File: src/rtl/host_port_pkg.sv
// Purpose: shared constants for the sixteen-bit parallel host port
// Assumes: one device clock, pins sampled through three-stage synchronisers
// Notes: location 0 is the write holding register, 1..3 are the target registers
package host_port_pkg;
    localparam int DATA_W = 16;
    localparam int IDX_W = 3;
    localparam int SEL_W = 2;
    localparam int NUM_LOC = 4;
    localparam logic [SEL_W-1:0] LOC_HOLD = 2'h0;
    localparam logic [DATA_W-1:0] WORD_RST = 16'h0000;
    // pin group order: mode, chip select, store, read/direction, index, data
    localparam int PIN_W = 4 + IDX_W + DATA_W;
    localparam int MODE_POS = PIN_W - 1;
    localparam int CS_POS = PIN_W - 2;
    localparam int STORE_POS = PIN_W - 3;
    localparam int RDDIR_POS = PIN_W - 4;
    localparam int IDX_LSB = DATA_W;
    localparam int DATA_LSB = 0;
    // strobes and chip select idle high, mode idles low as if left open
    localparam logic [PIN_W-1:0] PIN_RST = 23'h380000;
endpackage

File: src/rtl/pin_sync.sv
// Purpose: three-stage pin synchroniser with agreement filter
// Assumes: inputs asynchronous to clk_sys
// Notes: a bit changes only once stages two and three agree
`timescale 1ns/1ps
module pin_sync #(
    parameter int W = 1,
    parameter logic [W-1:0] RST_VAL = '0
) (
    input wire logic clk_sys,
    input wire logic rst,
    input wire logic ce,
    input wire logic [W-1:0] pin_in,
    output logic [W-1:0] pin_out
);
    logic [W-1:0] s1_q;
    logic [W-1:0] s2_q;
    logic [W-1:0] s3_q;
    logic [W-1:0] filt_q;
    logic [W-1:0] filt_d;

    // first stage feeds only the second one
    assign filt_d = (s2_q & s3_q) | (filt_q & (s2_q | s3_q));
    assign pin_out = filt_q;

    always_ff @(posedge clk_sys or posedge rst) begin
        if (rst) begin
            s1_q <= RST_VAL;
            s2_q <= RST_VAL;
            s3_q <= RST_VAL;
            filt_q <= RST_VAL;
        end else if (ce) begin
            s1_q <= pin_in;
            s2_q <= s1_q;
            s3_q <= s2_q;
            filt_q <= filt_d;
        end
    end
endmodule

File: src/rtl/host_parallel_port.sv
// Purpose: sixteen-bit parallel host port with write holding register
// Assumes: host holds index, data and direction steady around each strobe edge
// Notes: pin changes take four clk_sys edges to reach the logic
// What this block does
// - host data bus is sixteen bits, bit fifteen most significant.
// - spare top index bit ignored; lower two bits select location.
// - separate-strobe mode writes on store rising edge while chip select low.
// - write latches bus into holding, or copies holding into indexed target.
// - strobe mode reuses the store pin as combined data strobe.
// - strobe mode, direction low: write on data strobe rising edge.
// - strobe mode, direction high: drive indexed location while strobe low.
// - separate-strobe mode: drive indexed location while read and chip select low.
// - direction high means read, low means write; host sets it first.
// - mode resets low, selecting separate strobes; after reset it follows the synchronised mode pin.
// - chip select is active low and qualifies every access.
`timescale 1ns/1ps
module host_parallel_port (
    input wire logic clk_sys,
    input wire logic rst,
    input wire logic ce,
    input wire logic bus_mode,
    input wire logic chip_select_n,
    input wire logic combined_data_strobe_n,
    input wire logic read_dir_n,
    input wire logic [host_port_pkg::IDX_W-1:0] index,
    input wire logic [host_port_pkg::DATA_W-1:0] data_in,
    output logic [host_port_pkg::DATA_W-1:0] data_out,
    output logic data_oe,
    output logic [host_port_pkg::DATA_W-1:0] target_word1,
    output logic [host_port_pkg::DATA_W-1:0] target_word2,
    output logic [host_port_pkg::DATA_W-1:0] target_word3,
    output logic write_done,
    output logic commit_pulse,
    output logic [host_port_pkg::SEL_W-1:0] commit_index
);
    logic [host_port_pkg::PIN_W-1:0] pins_raw;
    logic [host_port_pkg::PIN_W-1:0] pins_s;
    logic mode_s;
    logic cs_n_s;
    logic store_n_s;
    logic rd_n_s;
    logic [host_port_pkg::IDX_W-1:0] index_s;
    logic [host_port_pkg::DATA_W-1:0] data_s;
    logic [host_port_pkg::SEL_W-1:0] loc;
    logic store_prev_q;
    logic store_rise;
    logic write_dir;
    logic write_fire;
    logic read_active;
    logic [host_port_pkg::DATA_W-1:0] rd_value;
    logic [host_port_pkg::DATA_W-1:0] loc_q [host_port_pkg::NUM_LOC];
    logic [host_port_pkg::DATA_W-1:0] data_out_q;
    logic data_oe_q;
    logic write_done_q;
    logic commit_pulse_q;
    logic [host_port_pkg::SEL_W-1:0] commit_index_q;

    assign pins_raw = {bus_mode, chip_select_n, combined_data_strobe_n, read_dir_n, index, data_in};

    // mode resets low, so separate strobes apply until the synchroniser passes the pin
    pin_sync #(
        .W(host_port_pkg::PIN_W),
        .RST_VAL(host_port_pkg::PIN_RST)
    ) u_pin_sync (
        .clk_sys(clk_sys),
        .rst(rst),
        .ce(ce),
        .pin_in(pins_raw),
        .pin_out(pins_s)
    );

    assign mode_s = pins_s[host_port_pkg::MODE_POS];
    assign cs_n_s = pins_s[host_port_pkg::CS_POS];
    assign store_n_s = pins_s[host_port_pkg::STORE_POS];
    assign rd_n_s = pins_s[host_port_pkg::RDDIR_POS];
    assign index_s = pins_s[host_port_pkg::IDX_LSB +: host_port_pkg::IDX_W];
    assign data_s = pins_s[host_port_pkg::DATA_LSB +: host_port_pkg::DATA_W];

    // spare index bit dropped here; reserved for expansion
    assign loc = index_s[host_port_pkg::SEL_W-1:0];

    // same pin is write strobe or combined strobe depending on mode
    assign store_rise = store_n_s & ~store_prev_q;
    // direction line only matters in strobe mode
    assign write_dir = mode_s ? ~rd_n_s : 1'b1;
    assign write_fire = store_rise & ~cs_n_s & write_dir;
    assign read_active = ~cs_n_s & (mode_s ? (rd_n_s & ~store_n_s) : ~rd_n_s);
    assign rd_value = loc_q[loc];

    always_ff @(posedge clk_sys or posedge rst) begin
        if (rst) begin
            store_prev_q <= 1'b1;
        end else if (ce) begin
            store_prev_q <= store_n_s;
        end
    end

    // holding register takes the bus; any other location takes the holding word
    always_ff @(posedge clk_sys or posedge rst) begin
        if (rst) begin
            for (int i = 0; i < host_port_pkg::NUM_LOC; i++) begin
                loc_q[i] <= host_port_pkg::WORD_RST;
            end
        end else if (ce && write_fire) begin
            if (loc == host_port_pkg::LOC_HOLD) begin
                loc_q[loc] <= data_s;
            end else begin
                loc_q[loc] <= loc_q[host_port_pkg::LOC_HOLD];
            end
        end
    end

    always_ff @(posedge clk_sys or posedge rst) begin
        if (rst) begin
            write_done_q <= 1'b0;
            commit_pulse_q <= 1'b0;
            commit_index_q <= host_port_pkg::LOC_HOLD;
        end else if (ce) begin
            write_done_q <= write_fire;
            commit_pulse_q <= write_fire && (loc != host_port_pkg::LOC_HOLD);
            if (write_fire) begin
                commit_index_q <= loc;
            end
        end
    end

    // bus released outside reads so host write data never fights us
    always_ff @(posedge clk_sys or posedge rst) begin
        if (rst) begin
            data_oe_q <= 1'b0;
            data_out_q <= host_port_pkg::WORD_RST;
        end else if (ce) begin
            data_oe_q <= read_active;
            if (read_active) begin
                data_out_q <= rd_value;
            end
        end
    end

    assign data_out = data_out_q;
    assign data_oe = data_oe_q;
    assign target_word1 = loc_q[1];
    assign target_word2 = loc_q[2];
    assign target_word3 = loc_q[3];
    assign write_done = write_done_q;
    assign commit_pulse = commit_pulse_q;
    assign commit_index = commit_index_q;

    property p_spare_ignored;
        @(posedge clk_sys) disable iff (rst)
        (ce && write_fire && index_s[host_port_pkg::SEL_W-1:0] == host_port_pkg::LOC_HOLD)
            |=> loc_q[host_port_pkg::LOC_HOLD] == $past(data_s);
    endproperty
    a_spare_ignored: assert property (p_spare_ignored) else $error("holding word not latched");

    property p_commit_copy;
        @(posedge clk_sys) disable iff (rst)
        (ce && write_fire && loc != host_port_pkg::LOC_HOLD)
            |=> commit_pulse_q && loc_q[commit_index_q] == $past(loc_q[host_port_pkg::LOC_HOLD]);
    endproperty
    a_commit_copy: assert property (p_commit_copy) else $error("target not loaded from holding");

    property p_sep_write;
        @(posedge clk_sys) disable iff (rst)
        (ce && !mode_s && store_n_s && !store_prev_q && !cs_n_s) |=> write_done_q;
    endproperty
    a_sep_write: assert property (p_sep_write) else $error("separate strobe write missed");

    property p_strobe_write;
        @(posedge clk_sys) disable iff (rst)
        (ce && mode_s && !rd_n_s && store_n_s && !store_prev_q && !cs_n_s) |=> write_done_q;
    endproperty
    a_strobe_write: assert property (p_strobe_write) else $error("strobe mode write missed");

    property p_dir_read_blocks_write;
        @(posedge clk_sys) disable iff (rst)
        (ce && mode_s && rd_n_s) |=> !write_done_q;
    endproperty
    a_dir_read_blocks_write: assert property (p_dir_read_blocks_write) else $error("write during read");

    property p_strobe_read;
        @(posedge clk_sys) disable iff (rst)
        (ce && mode_s && rd_n_s && !store_n_s && !cs_n_s) |=> data_oe_q && data_out_q == $past(rd_value);
    endproperty
    a_strobe_read: assert property (p_strobe_read) else $error("strobe mode read not driven");

    property p_sep_read;
        @(posedge clk_sys) disable iff (rst)
        (ce && !mode_s && !rd_n_s && !cs_n_s) |=> data_oe_q && data_out_q == $past(rd_value);
    endproperty
    a_sep_read: assert property (p_sep_read) else $error("separate read not driven");

    property p_strobe_pin_reused;
        @(posedge clk_sys) disable iff (rst)
        (ce && mode_s && store_n_s) |=> !data_oe_q;
    endproperty
    a_strobe_pin_reused: assert property (p_strobe_pin_reused) else $error("read without data strobe");

    property p_cs_gates;
        @(posedge clk_sys) disable iff (rst)
        (ce && cs_n_s) |=> !data_oe_q && !write_done_q;
    endproperty
    a_cs_gates: assert property (p_cs_gates) else $error("access without chip select");

    property p_oe_only_read;
        @(posedge clk_sys) disable iff (rst)
        (ce && !read_active) |=> !data_oe_q;
    endproperty
    a_oe_only_read: assert property (p_oe_only_read) else $error("bus driven outside read");
endmodule

File: config.mk
export PLATFORM = sky130hd
export DESIGN_NAME = host_parallel_port
export DESIGN_NICKNAME = d
export VERILOG_FILES = /design/src/rtl/host_port_pkg.sv /design/src/rtl/pin_sync.sv /design/src/rtl/host_parallel_port.sv
export SDC_FILE = /design/constraint.sdc
export NUM_CORES = 1
export LEC_CHECK = 0
export ABC_AREA = 1
export CAP_MARGIN = 20
export CORE_MARGIN = 3
export CORE_UTILIZATION = 50
export DETAILED_ROUTE_END_ITERATION = 7
export DONT_BUFFER_PORTS = 1
export GPL_TIMING_DRIVEN = 0
export PLACE_DENSITY = 0.68
export SLEW_MARGIN = 20
export SYNTH_ARGS = -nofsm -noshare
export SYNTH_HDL_FRONTEND = slang
export SYNTH_SLANG_ARGS = --single-unit
export TNS_END_PERCENT = 30
File: constraint.sdc
create_clock -name clk_sys -period 5.4 [get_ports clk_sys]
set_clock_uncertainty 0.1 [all_clocks]
set_input_delay 1.08 -clock clk_sys [delete_from_list [all_inputs] [get_ports clk_sys]]
set_output_delay 1.08 -clock clk_sys [all_outputs]
set_load 0.1 [all_outputs]
==> impl_metrics.toml, run 1 <==
[synthesis]
async_flop_share = 1.000
post_synth_instance_area_um2 = 7908
syn_nets = 984
synth_most_common_cell = "nand2_1"
synth_top_area_frac = 0.5095
ys_seq_elements = 174
yosysWarningCount = 0
synth_edf_count = 0
synth_cell_types = 22
synth_common_cells = "nand2_1, dfrtp_1, nand4_1"
yosysTopAreaCell = "dfrtp_1"
synth.avg_cell_area_um2 = 8.254
synth_flop_cell = "dfrtp_1"
seq_area_frac_synth = 0.5527
synth_cells = 958
synthTopCellsByArea = "dfrtp_1, nand2_1, buf_4, nand4_1, dfstp_2"

[pwr]
vdd_ir_drop_max_mv = 0.2405
p_leak_uw = 0.004865
power_density_nw_per_um2 = 570.6

[clocking]
ctsResizeCount = 0
tritoncts = "yes"
post_cts.repair.setup_buffers = 0
clk_pin_slew_ns = 0.06
cts_made_buffers = 17
cts_root_buf = "clkbuf_16"
cts_buffer_depth = 2
htreeDepth = 4
clk_latency_ns = 0.42
hold_buffers = 0
clock-sinks = 174

[sta]
hold_viol = 0
rsz0062_at_grt = "false"
slew_headroom = 0.3914
finalCritPeriodShare = 0.4718
fmaxAchievable_mhz = 392.5
worst_slew_pin_slew_ns = 0.9129
hold_ws_ns = 0.3671
fin_tns_setup_ns = 0
finalMaxSlewViolations = 0
setup_viol = 0
fin_crit_ns = 2.548

[worst_setup_path]
worstPathArrival_ns = 1.37
rr_startpoint = "u_pin_sync.pin_out[20]"
crit_start = "data_out[1]"
r2r_cells = 7
worstPathRequired_ns = 4.22
crit_path_start_kind = "flip-flop"
path_class = "reg2out"
reg2reg_slack_ns = 3.60
cp-end-kind = "primary output"
cp_max_fo = 2
cp.depth = 0
reg2reg_to = "data_out[5]"
cp-endpoint = "data_out[1]"

[die]
core-area_um2 = 15310
dieHeight_um = 131.8
ios = 95
placementRows = 45
dieWidth_um = 131.8
start_util = 0.5163
die-area_um2 = 17360

[global_route]
grt_pass1_wl_um = 29710
grt_max_degree = 36
antenna_found_initial = 0
grt_usage = 0.2137
overflow = 0
grt_pass1_vias = 5734

[final_layout]
layout-area-overhead-vs-synth_pct = 12.75
design_area_um2 = 8916
drive_gt1_frac = 0.1467
nNetsFinal = 1008
diodes = 0
finalNonFillerCells = 1206

[route]
routed_wl_um = 18130
viasPerCell = 5.080
drt_pass1_iterations = 5
num_vias = 6126
drc = 0
wl_per_cell_um = 15.04
drtAntennaViolNets = 0
drt_iter0_drc = 513

[placement]
port_buffers = 0
gp_congestion = 0.8335
place_area_um2 = 8283
place_hpwl_um = 13380
place_inst = 1174

[min_path]
hp-class = "reg2reg"

[status]
status = "completed"

[job]
max-cap-violations = 0
-- per-layer routing --
metal	vias to the layer above	track usage	part of all wire
li1	3067	-	-
met1	2852	0.2848	0.45
met2	177	0.3516	0.48
met3	30	0.04237	0.049
met4	0	0.07585	0.020
met5	-	0	0
-- flip-flops by register name, indices dropped and copies added (netlist names), 2 cells and up --
name                cells
commit_index            2
data_out               16
loc_q                  16
target_word1           16
target_word2           16
target_word3           16
u_pin_sync.pin_out     22
u_pin_sync.s1_q        22
u_pin_sync.s2_q        22
u_pin_sync.s3_q        22
-- worst min-delay path: cells and delay by family (launching register included) --
kind          cells  cell delay [ns]
flops             1             0.34
simple gates      2             0.09
-- stage by stage --
| stage | worst slack (ns) | utilization | total power (uW) |
|---|---|---|---|
| floorplan | 2.006 | - | 3548 |
| global placement | 1.064 | 0.5338 | 3774 |
| detailed placement | 2.923 | 0.5409 | 3812 |
| CTS | 2.840 | 0.5822 | 5111 |
| global route | 2.820 | 0.5822 | 5323 |
| finish | 2.852 | 0.5822 | 5087 |
-- report_power, final --
group          internal, uW  switching (uW)  total, uW
sequential             1590             742       2330
clock                   811             485       1300
combinational           331            1130       1460
total                  2730            2360       5090
-- logic make-up after synthesis --
| group | after synthesis | share of synthesized area |
|---|---|---|
| buffers and inverters | 114 | 0.08576 |
| AO/OA/AOI/OAI | 53 | 0.04130 |
| flip-flops | 174 | 0.5527 |
| AND/OR/NAND/NOR | 617 | 0.3203 |
-- layout by cell type (no fill, tap or decap), types with 7 or more instances in the layout --
cell	count
o21ai_0	29
buf_4	56
clkbuf_1	19
inv_1	7
o211ai_1	20
nor2_1	15
nand2_1	527
clkbuf_16	17
dfrtp_1	161
buf_2	26
nand4_1	64
dfstp_2	13
-- final cells by class --
type	instances	area (um^2)
sequential	174	4370
clock inverter	10	158.9
timing repair buffer	5	107.6
inverter	13	52.55
clock buffer	22	474.2
buffer	101	629.4
fill	1400	6399
tap	211	264.0
multi-input combinational	670	2859
-- worst min path at each step --
stage	depth (start not counted)	end	startpoint	slack [ns]
3_3_place_gp	2	u_pin_sync.s3_q[14]	u_pin_sync.s3_q[14]	0.35
2_1_floorplan	2	u_pin_sync.s3_q[10]	u_pin_sync.s3_q[10]	0.34
4_1_cts	2	u_pin_sync.s3_q[19]	u_pin_sync.s3_q[19]	0.37
5_1_grt	2	u_pin_sync.s1_q[4]	u_pin_sync.s1_q[4]	0.39
6_report	2	u_pin_sync.s1_q[7]	u_pin_sync.s1_q[7]	0.37
3_5_place_dp	2	u_pin_sync.s1_q[4]	u_pin_sync.s1_q[4]	0.36
Power figures use the tool's default switching activity.
==> run 2, diff against run 1 <==
--- a/config.mk
+++ b/config.mk
@@ -5,7 +5,7 @@
 export SDC_FILE = /design/constraint.sdc
 export NUM_CORES = 1
 export LEC_CHECK = 0
-export ABC_AREA = 1
+export ABC_AREA = 0
 export CAP_MARGIN = 20
 export CORE_MARGIN = 3
 export CORE_UTILIZATION = 50
==> constraint.sdc (replaced) <==
create_clock -name clk_sys -period 2.1 [get_ports clk_sys]
set_clock_uncertainty 0.1 [all_clocks]
set_input_delay 0.42 -clock clk_sys [delete_from_list [all_inputs] [get_ports clk_sys]]
set_output_delay 0.42 -clock clk_sys [all_outputs]
set_load 0.1 [all_outputs]
==> impl_metrics.toml, run 2 <==
[route]
drc = 0
drt_iter0_drc = 194
routed_wl_um = 13810
drt_pass1_iterations = 4
viasPerCell = 5.428
drtAntennaViolNets = 0
wl_per_cell_um = 18.66
num_vias = 4017

[final_layout]
layout.area.seq_um2 = 4370
final_common_cell = "dfrtp_1"
layout-area-overhead-vs-synth_pct = 12.62
multi_input_area_um2 = 2754
final_cell_mix = "dfrtp_1, mux2_2, buf_4"
fin_util = 0.5841
nNetsFinal = 569
diodes = 0
n_fill_cell = 1129
finalNonFillerCells = 740
drive_gt1_frac = 0.5126

[sta]
rsz0062_at_grt = "false"
fin_crit_ns = 2.009
setup_viol = 0
hold_viol = 0
fmaxAchievable_mhz = 497.9
slew_headroom = 0.3698
finalMaxSlewViolations = 0
fin_ws_ns = 0.09137
worst_slew_pin_slew_ns = 0.9452
fin_tns_setup_ns = 0
finalCritPeriodShare = 0.9565

[clocking]
cts_buffer_depth = 2
clk_pin_slew_ns = 0.07
cts_root_buf = "clkbuf_16"
htreeDepth = 4
cts_made_buffers = 17
tritoncts = "yes"
clk_latency_ns = 0.43
clock-sinks = 174

[pwr]
vdd_ir_drop_max_mv = 0.6620
power_density_nw_per_um2 = 1518
p_leak_uw = 0.004030

[synthesis]
syn_nets = 544
synth_top_area_frac = 0.5285
yosysTopAreaCell = "dfrtp_1"
synth.avg_cell_area_um2 = 14.72
post_synth_instance_area_um2 = 7624
ys_seq_elements = 174
async_flop_share = 1.000
synth_edf_count = 0
yosysWarningCount = 0
synthTopCellsByArea = "dfrtp_1, mux2_2, mux2_4, buf_4, mux4_2"
synth_common_cells = "dfrtp_1, mux2_2, buf_4"
synth_most_common_cell = "dfrtp_1"
synth_flop_cell = "dfrtp_1"
synth_cells = 518
seq_area_frac_synth = 0.5733
synth_cell_types = 25

[die]
dieWidth_um = 129.5
dieHeight_um = 129.5
placementRows = 44
start_util = 0.5186
core-area_um2 = 14700
die-area_um2 = 16770
ios = 95

[worst_setup_path]
cp-endpoint = "target_word3[13]"
reg2reg_slack_ns = 0.09
crit_start = "u_pin_sync.pin_out[20]"
worstPathArrival_ns = 2.22
cp-end-kind = "flip-flop"
rr_startpoint = "u_pin_sync.pin_out[20]"
cp_max_fo = 10
r2r_cells = 6
path_class = "reg2reg"
crit_path_start_kind = "flip-flop"
reg2reg_to = "target_word3[13]"
worstPathRequired_ns = 2.31

[placement]
post-place-ws_ns = -0.1844
gp_congestion = 0.7223
place_inst = 707
port_buffers = 0
place_hpwl_um = 9658

[min_path]
hp-class = "in2reg"

[global_route]
overflow = 0
antenna_found_initial = 0
grt_usage = 0.1779
grt_pass1_vias = 4213
grt_max_degree = 37
grt_pass1_wl_um = 22870

[status]
status = "completed"

[job]
max-cap-violations = 0
[run 2: changes by cell type in the layout (fill, tap and decap cells not counted), sizes merged, moves of 21 or more]
| cell | change |
|---|---|
| buf | -21 |
| mux2 | +149 |
| a21oi | +43 |
| nand2b | +22 |
| nand2 | -527 |
| nand4 | -64 |
| o21ai | -29 |
[run 2: critical path, stage by stage (launching register included)]
cell and delay [ns]:
dfstp_2 0.56, nor4bb_4 0.21, buf_4 0.20, and4_1 0.21, buf_6 0.15, buf_12 0.15
mux2_4 0.30
[run 2: worst min-delay path by stage]
stage	startpoint	endpoint	slack (ns)	cells past startpoint
finish	data_in[6]	u_pin_sync.s1_q[6]	0.04	1
global route	data_in[6]	u_pin_sync.s1_q[6]	0.02	1
CTS	data_in[6]	u_pin_sync.s1_q[6]	0.02	1
detailed placement	rst	data_oe	0.20	1
global placement	u_pin_sync.s3_q[1]	u_pin_sync.pin_out[1]	0.37	2
floorplan	u_pin_sync.s3_q[0]	u_pin_sync.pin_out[0]	0.36	2
[run 2: stage by stage]
stage          cell area, um^2  power [uW]  hold WS [ns]
2_1_floorplan             7627        9420        0.3587
3_3_place_gp              7858        9855        0.3676
3_5_place_dp              7958       10020        0.1993
4_1_cts                   8586       13130       0.02094
5_1_grt                   8586       13580       0.02032
6_report                  8586       13030       0.03756
[run 2: per-layer routing]
metal / global-route usage / wire [um]
met5: 0 / 0
met3: 0.04905 / 603
met4: 0.06785 / 208
met2: 0.2780 / 6720
met1: 0.2393 / 6276
[run 2: final cells by class]
| type | instances | area share |
|---|---|---|
| buffer | 71 | 0.05888 |
| clock buffer | 22 | 0.06019 |
| clock inverter | 10 | 0.008452 |
| inverter | 4 | 0.002186 |
| multi-input combinational | 268 | 0.3208 |
| sequential | 174 | 0.5090 |
| tap | 184 | 0.02681 |
| timing repair buffer | 7 | 0.01370 |
[run 2: kinds of logic (layout without fill, tap and decap cells)]
kind of cell           after synthesis  after routing  share of synthesized area
flip-flops                         174            174                     0.5733
AO/OA/AOI/OAI                       48             48                    0.03217
AND/OR/NAND/NOR                     55             55                    0.04399
multiplexers                       165            165                     0.2821
buffers and inverters               76            114                    0.06844
[run 2: repair_timing]
action,4_1_cts,5_1_grt
gates resized for setup,4,0
pin swaps,1,1
hold buffers,1,0
endpoints found under the hold margin,13,0
endpoints found under the setup margin,45,5
gates cloned,0,0
buffers inserted,1,0
[run 2: power breakdown]
part / switching, uW / internal [uW]
clock network: 1330 / 1760
registers: 1540 / 4210
logic: 2700 / 1500
==> run 3, diff against run 2 <==
--- a/config.mk
+++ b/config.mk
@@ -5,14 +5,13 @@
 export SDC_FILE = /design/constraint.sdc
 export NUM_CORES = 1
 export LEC_CHECK = 0
-export ABC_AREA = 0
 export CAP_MARGIN = 20
 export CORE_MARGIN = 3
 export CORE_UTILIZATION = 50
 export DETAILED_ROUTE_END_ITERATION = 7
 export DONT_BUFFER_PORTS = 1
 export GPL_TIMING_DRIVEN = 0
-export PLACE_DENSITY = 0.68
+export PLACE_DENSITY = 0.8
 export SLEW_MARGIN = 20
 export SYNTH_ARGS = -nofsm -noshare
 export SYNTH_HDL_FRONTEND = slang
==> impl_metrics.toml, run 3 (same netlist as run 2, synthesis figures left out) <==
[status]
status = "completed"

[die]
ios = 95
dieWidth_um = 129.5
core-area_um2 = 14700
placementRows = 44
die-area_um2 = 16770
start_util = 0.5186
dieHeight_um = 129.5

[clocking]
cts_buffer_depth = 2
tritoncts = "yes"
cts_made_buffers = 17
cts_root_buf = "clkbuf_16"
clk_latency_ns = 0.42
htreeDepth = 4
clk_pin_slew_ns = 0.06
clock-sinks = 174

[placement]
place_hpwl_um = 10070
place_inst = 707
place_area_um2 = 7958
port_buffers = 0
gp_congestion = 0.7656

[global_route]
busiest_layer = "met2"
use_met3 = 0.05812
grt_use_met2 = 0.2930
grt_max_degree = 37
antenna_found_initial = 3
grt_pass1_wl_um = 23620
grt_pass1_vias = 4360
use_met1 = 0.2282
overflow = 0
grt_usage = 0.1820

[pwr]
power_uw = 13330
swShare = 0.4192
power_frac_clock = 0.249
p_switching_uw = 5585
p_leak_uw = 0.004045
power_frac_comb = 0.318
pwr-share-seq = 0.433
vdd_ir_drop_max_mv = 0.7277
power_density_nw_per_um2 = 1541
internal_power_uw = 7740

[final_layout]
finalNonFillerCells = 740
layout-area-overhead-vs-synth_pct = 13.44
nNetsFinal = 570
final_common_cell = "dfrtp_1"
design_area_um2 = 8648
final_cell_mix = "dfrtp_1, mux2_2, buf_4"
diodes = 0
drive_gt1_frac = 0.5126

[route]
drt_iter0_drc = 260
wl_per_cell_um = 19.41
drc = 0
routed_wl_um = 14360
drt_pass1_iterations = 4
viasPerCell = 5.470
num_vias = 4048
drtAntennaViolNets = 0

[sta]
finalCritPeriodShare = 0.9694
setup_viol = 0
rsz0062_at_grt = "true"
fmaxAchievable_mhz = 491.2
worst_slew_pin_slew_ns = 0.9419
fin_crit_ns = 2.036
hold_viol = 0
finalMaxSlewViolations = 0
slew_headroom = 0.3721
fin_tns_setup_ns = 0

[job]
max-cap-violations = 0

[worst_setup_path]
cp_max_fo = 8
worstPathArrival_ns = 2.24
cp-end-kind = "flip-flop"
worstPathRequired_ns = 2.31
crit_path_start_kind = "flip-flop"
path_class = "reg2reg"

[min_path]
hp-class = "in2reg"
run 3: cell types whose count changed in the layout (fill, tap and decap cells not counted), sizes merged:
cell      before  now
bufinv         0    4
clkbuf        31   28
clkinv         5    3
clkinvlp       2    4
inv            7    6
run 3: timing repair:
action | 4_1_cts | 5_1_grt
hold endpoints to repair | 15 | 0
setup buffers | 1 | 0
gates cloned | 0 | 1
hold buffers | 1 | 0
pin swaps | 1 | 2
gates resized for setup | 4 | 0
setup endpoints to repair | 56 | 15
run 3: routing by layer:
layer	part of all wire	wire, um	vias to the layer above
met5	0.0029	41	-
met4	0.018	254	6
met3	0.055	785	29
met2	0.51	7267	91
met1	0.42	6014	2095
li1	-	-	1827
run 3: worst paths after layout:
kind	startpoint	end	slack, ns	cells after the start
max	u_pin_sync.pin_out[20]	target_word3[6]	0.06	6
min	index[1]	u_pin_sync.s1_q[17]	0.04	1
max reg2reg	u_pin_sync.pin_out[20]	target_word3[6]	0.06	6
min reg2reg	u_pin_sync.s3_q[12]	u_pin_sync.pin_out[12]	0.39	2
max in group asynchronous	rst	u_pin_sync.s1_q[10]	0.78	4
min in group asynchronous	rst	write_done	0.38	2
run 3: area by class of cell:
class | instances | area, um^2
buffer | 71 | 505.5
clock buffer | 18 | 439.2
clock inverter | 13 | 187.7
fill | 1075 | 6051
inverter | 4 | 18.77
multi-input combinational | 268 | 2754
sequential | 174 | 4370
tap | 184 | 230.2
timing repair buffer | 8 | 142.6
run 3: through the flow:
step	hold slack [ns]	utilization	setup slack [ns]
after detailed placement	0.2188	0.5414	-0.1933
after global placement	0.3672	0.5346	-1.388
after CTS	0.02816	0.5867	0.02912
after global routing	0.02354	0.5884	-0.002200
final	0.04425	0.5884	0.06432
after floorplan	0.3587	-	-0.6341
run 3: critical path: stages (launching register included):
cell       delay [ns]
dfstp_2          0.57
nor4bb_4         0.23
buf_4            0.20
and4_1           0.19
buf_6            0.16
clkbuf_16        0.17
mux2_4           0.30
run 3: power by group through the flow:
stage	sequential, uW	combinational (uW)	clock, uW
final	5770	4240	3320
after global routing	5890	4450	3530
after CTS	5760	4280	3360
after detailed placement	5800	4240	0
after global placement	5710	4130	0
after floorplan	5500	3920	0
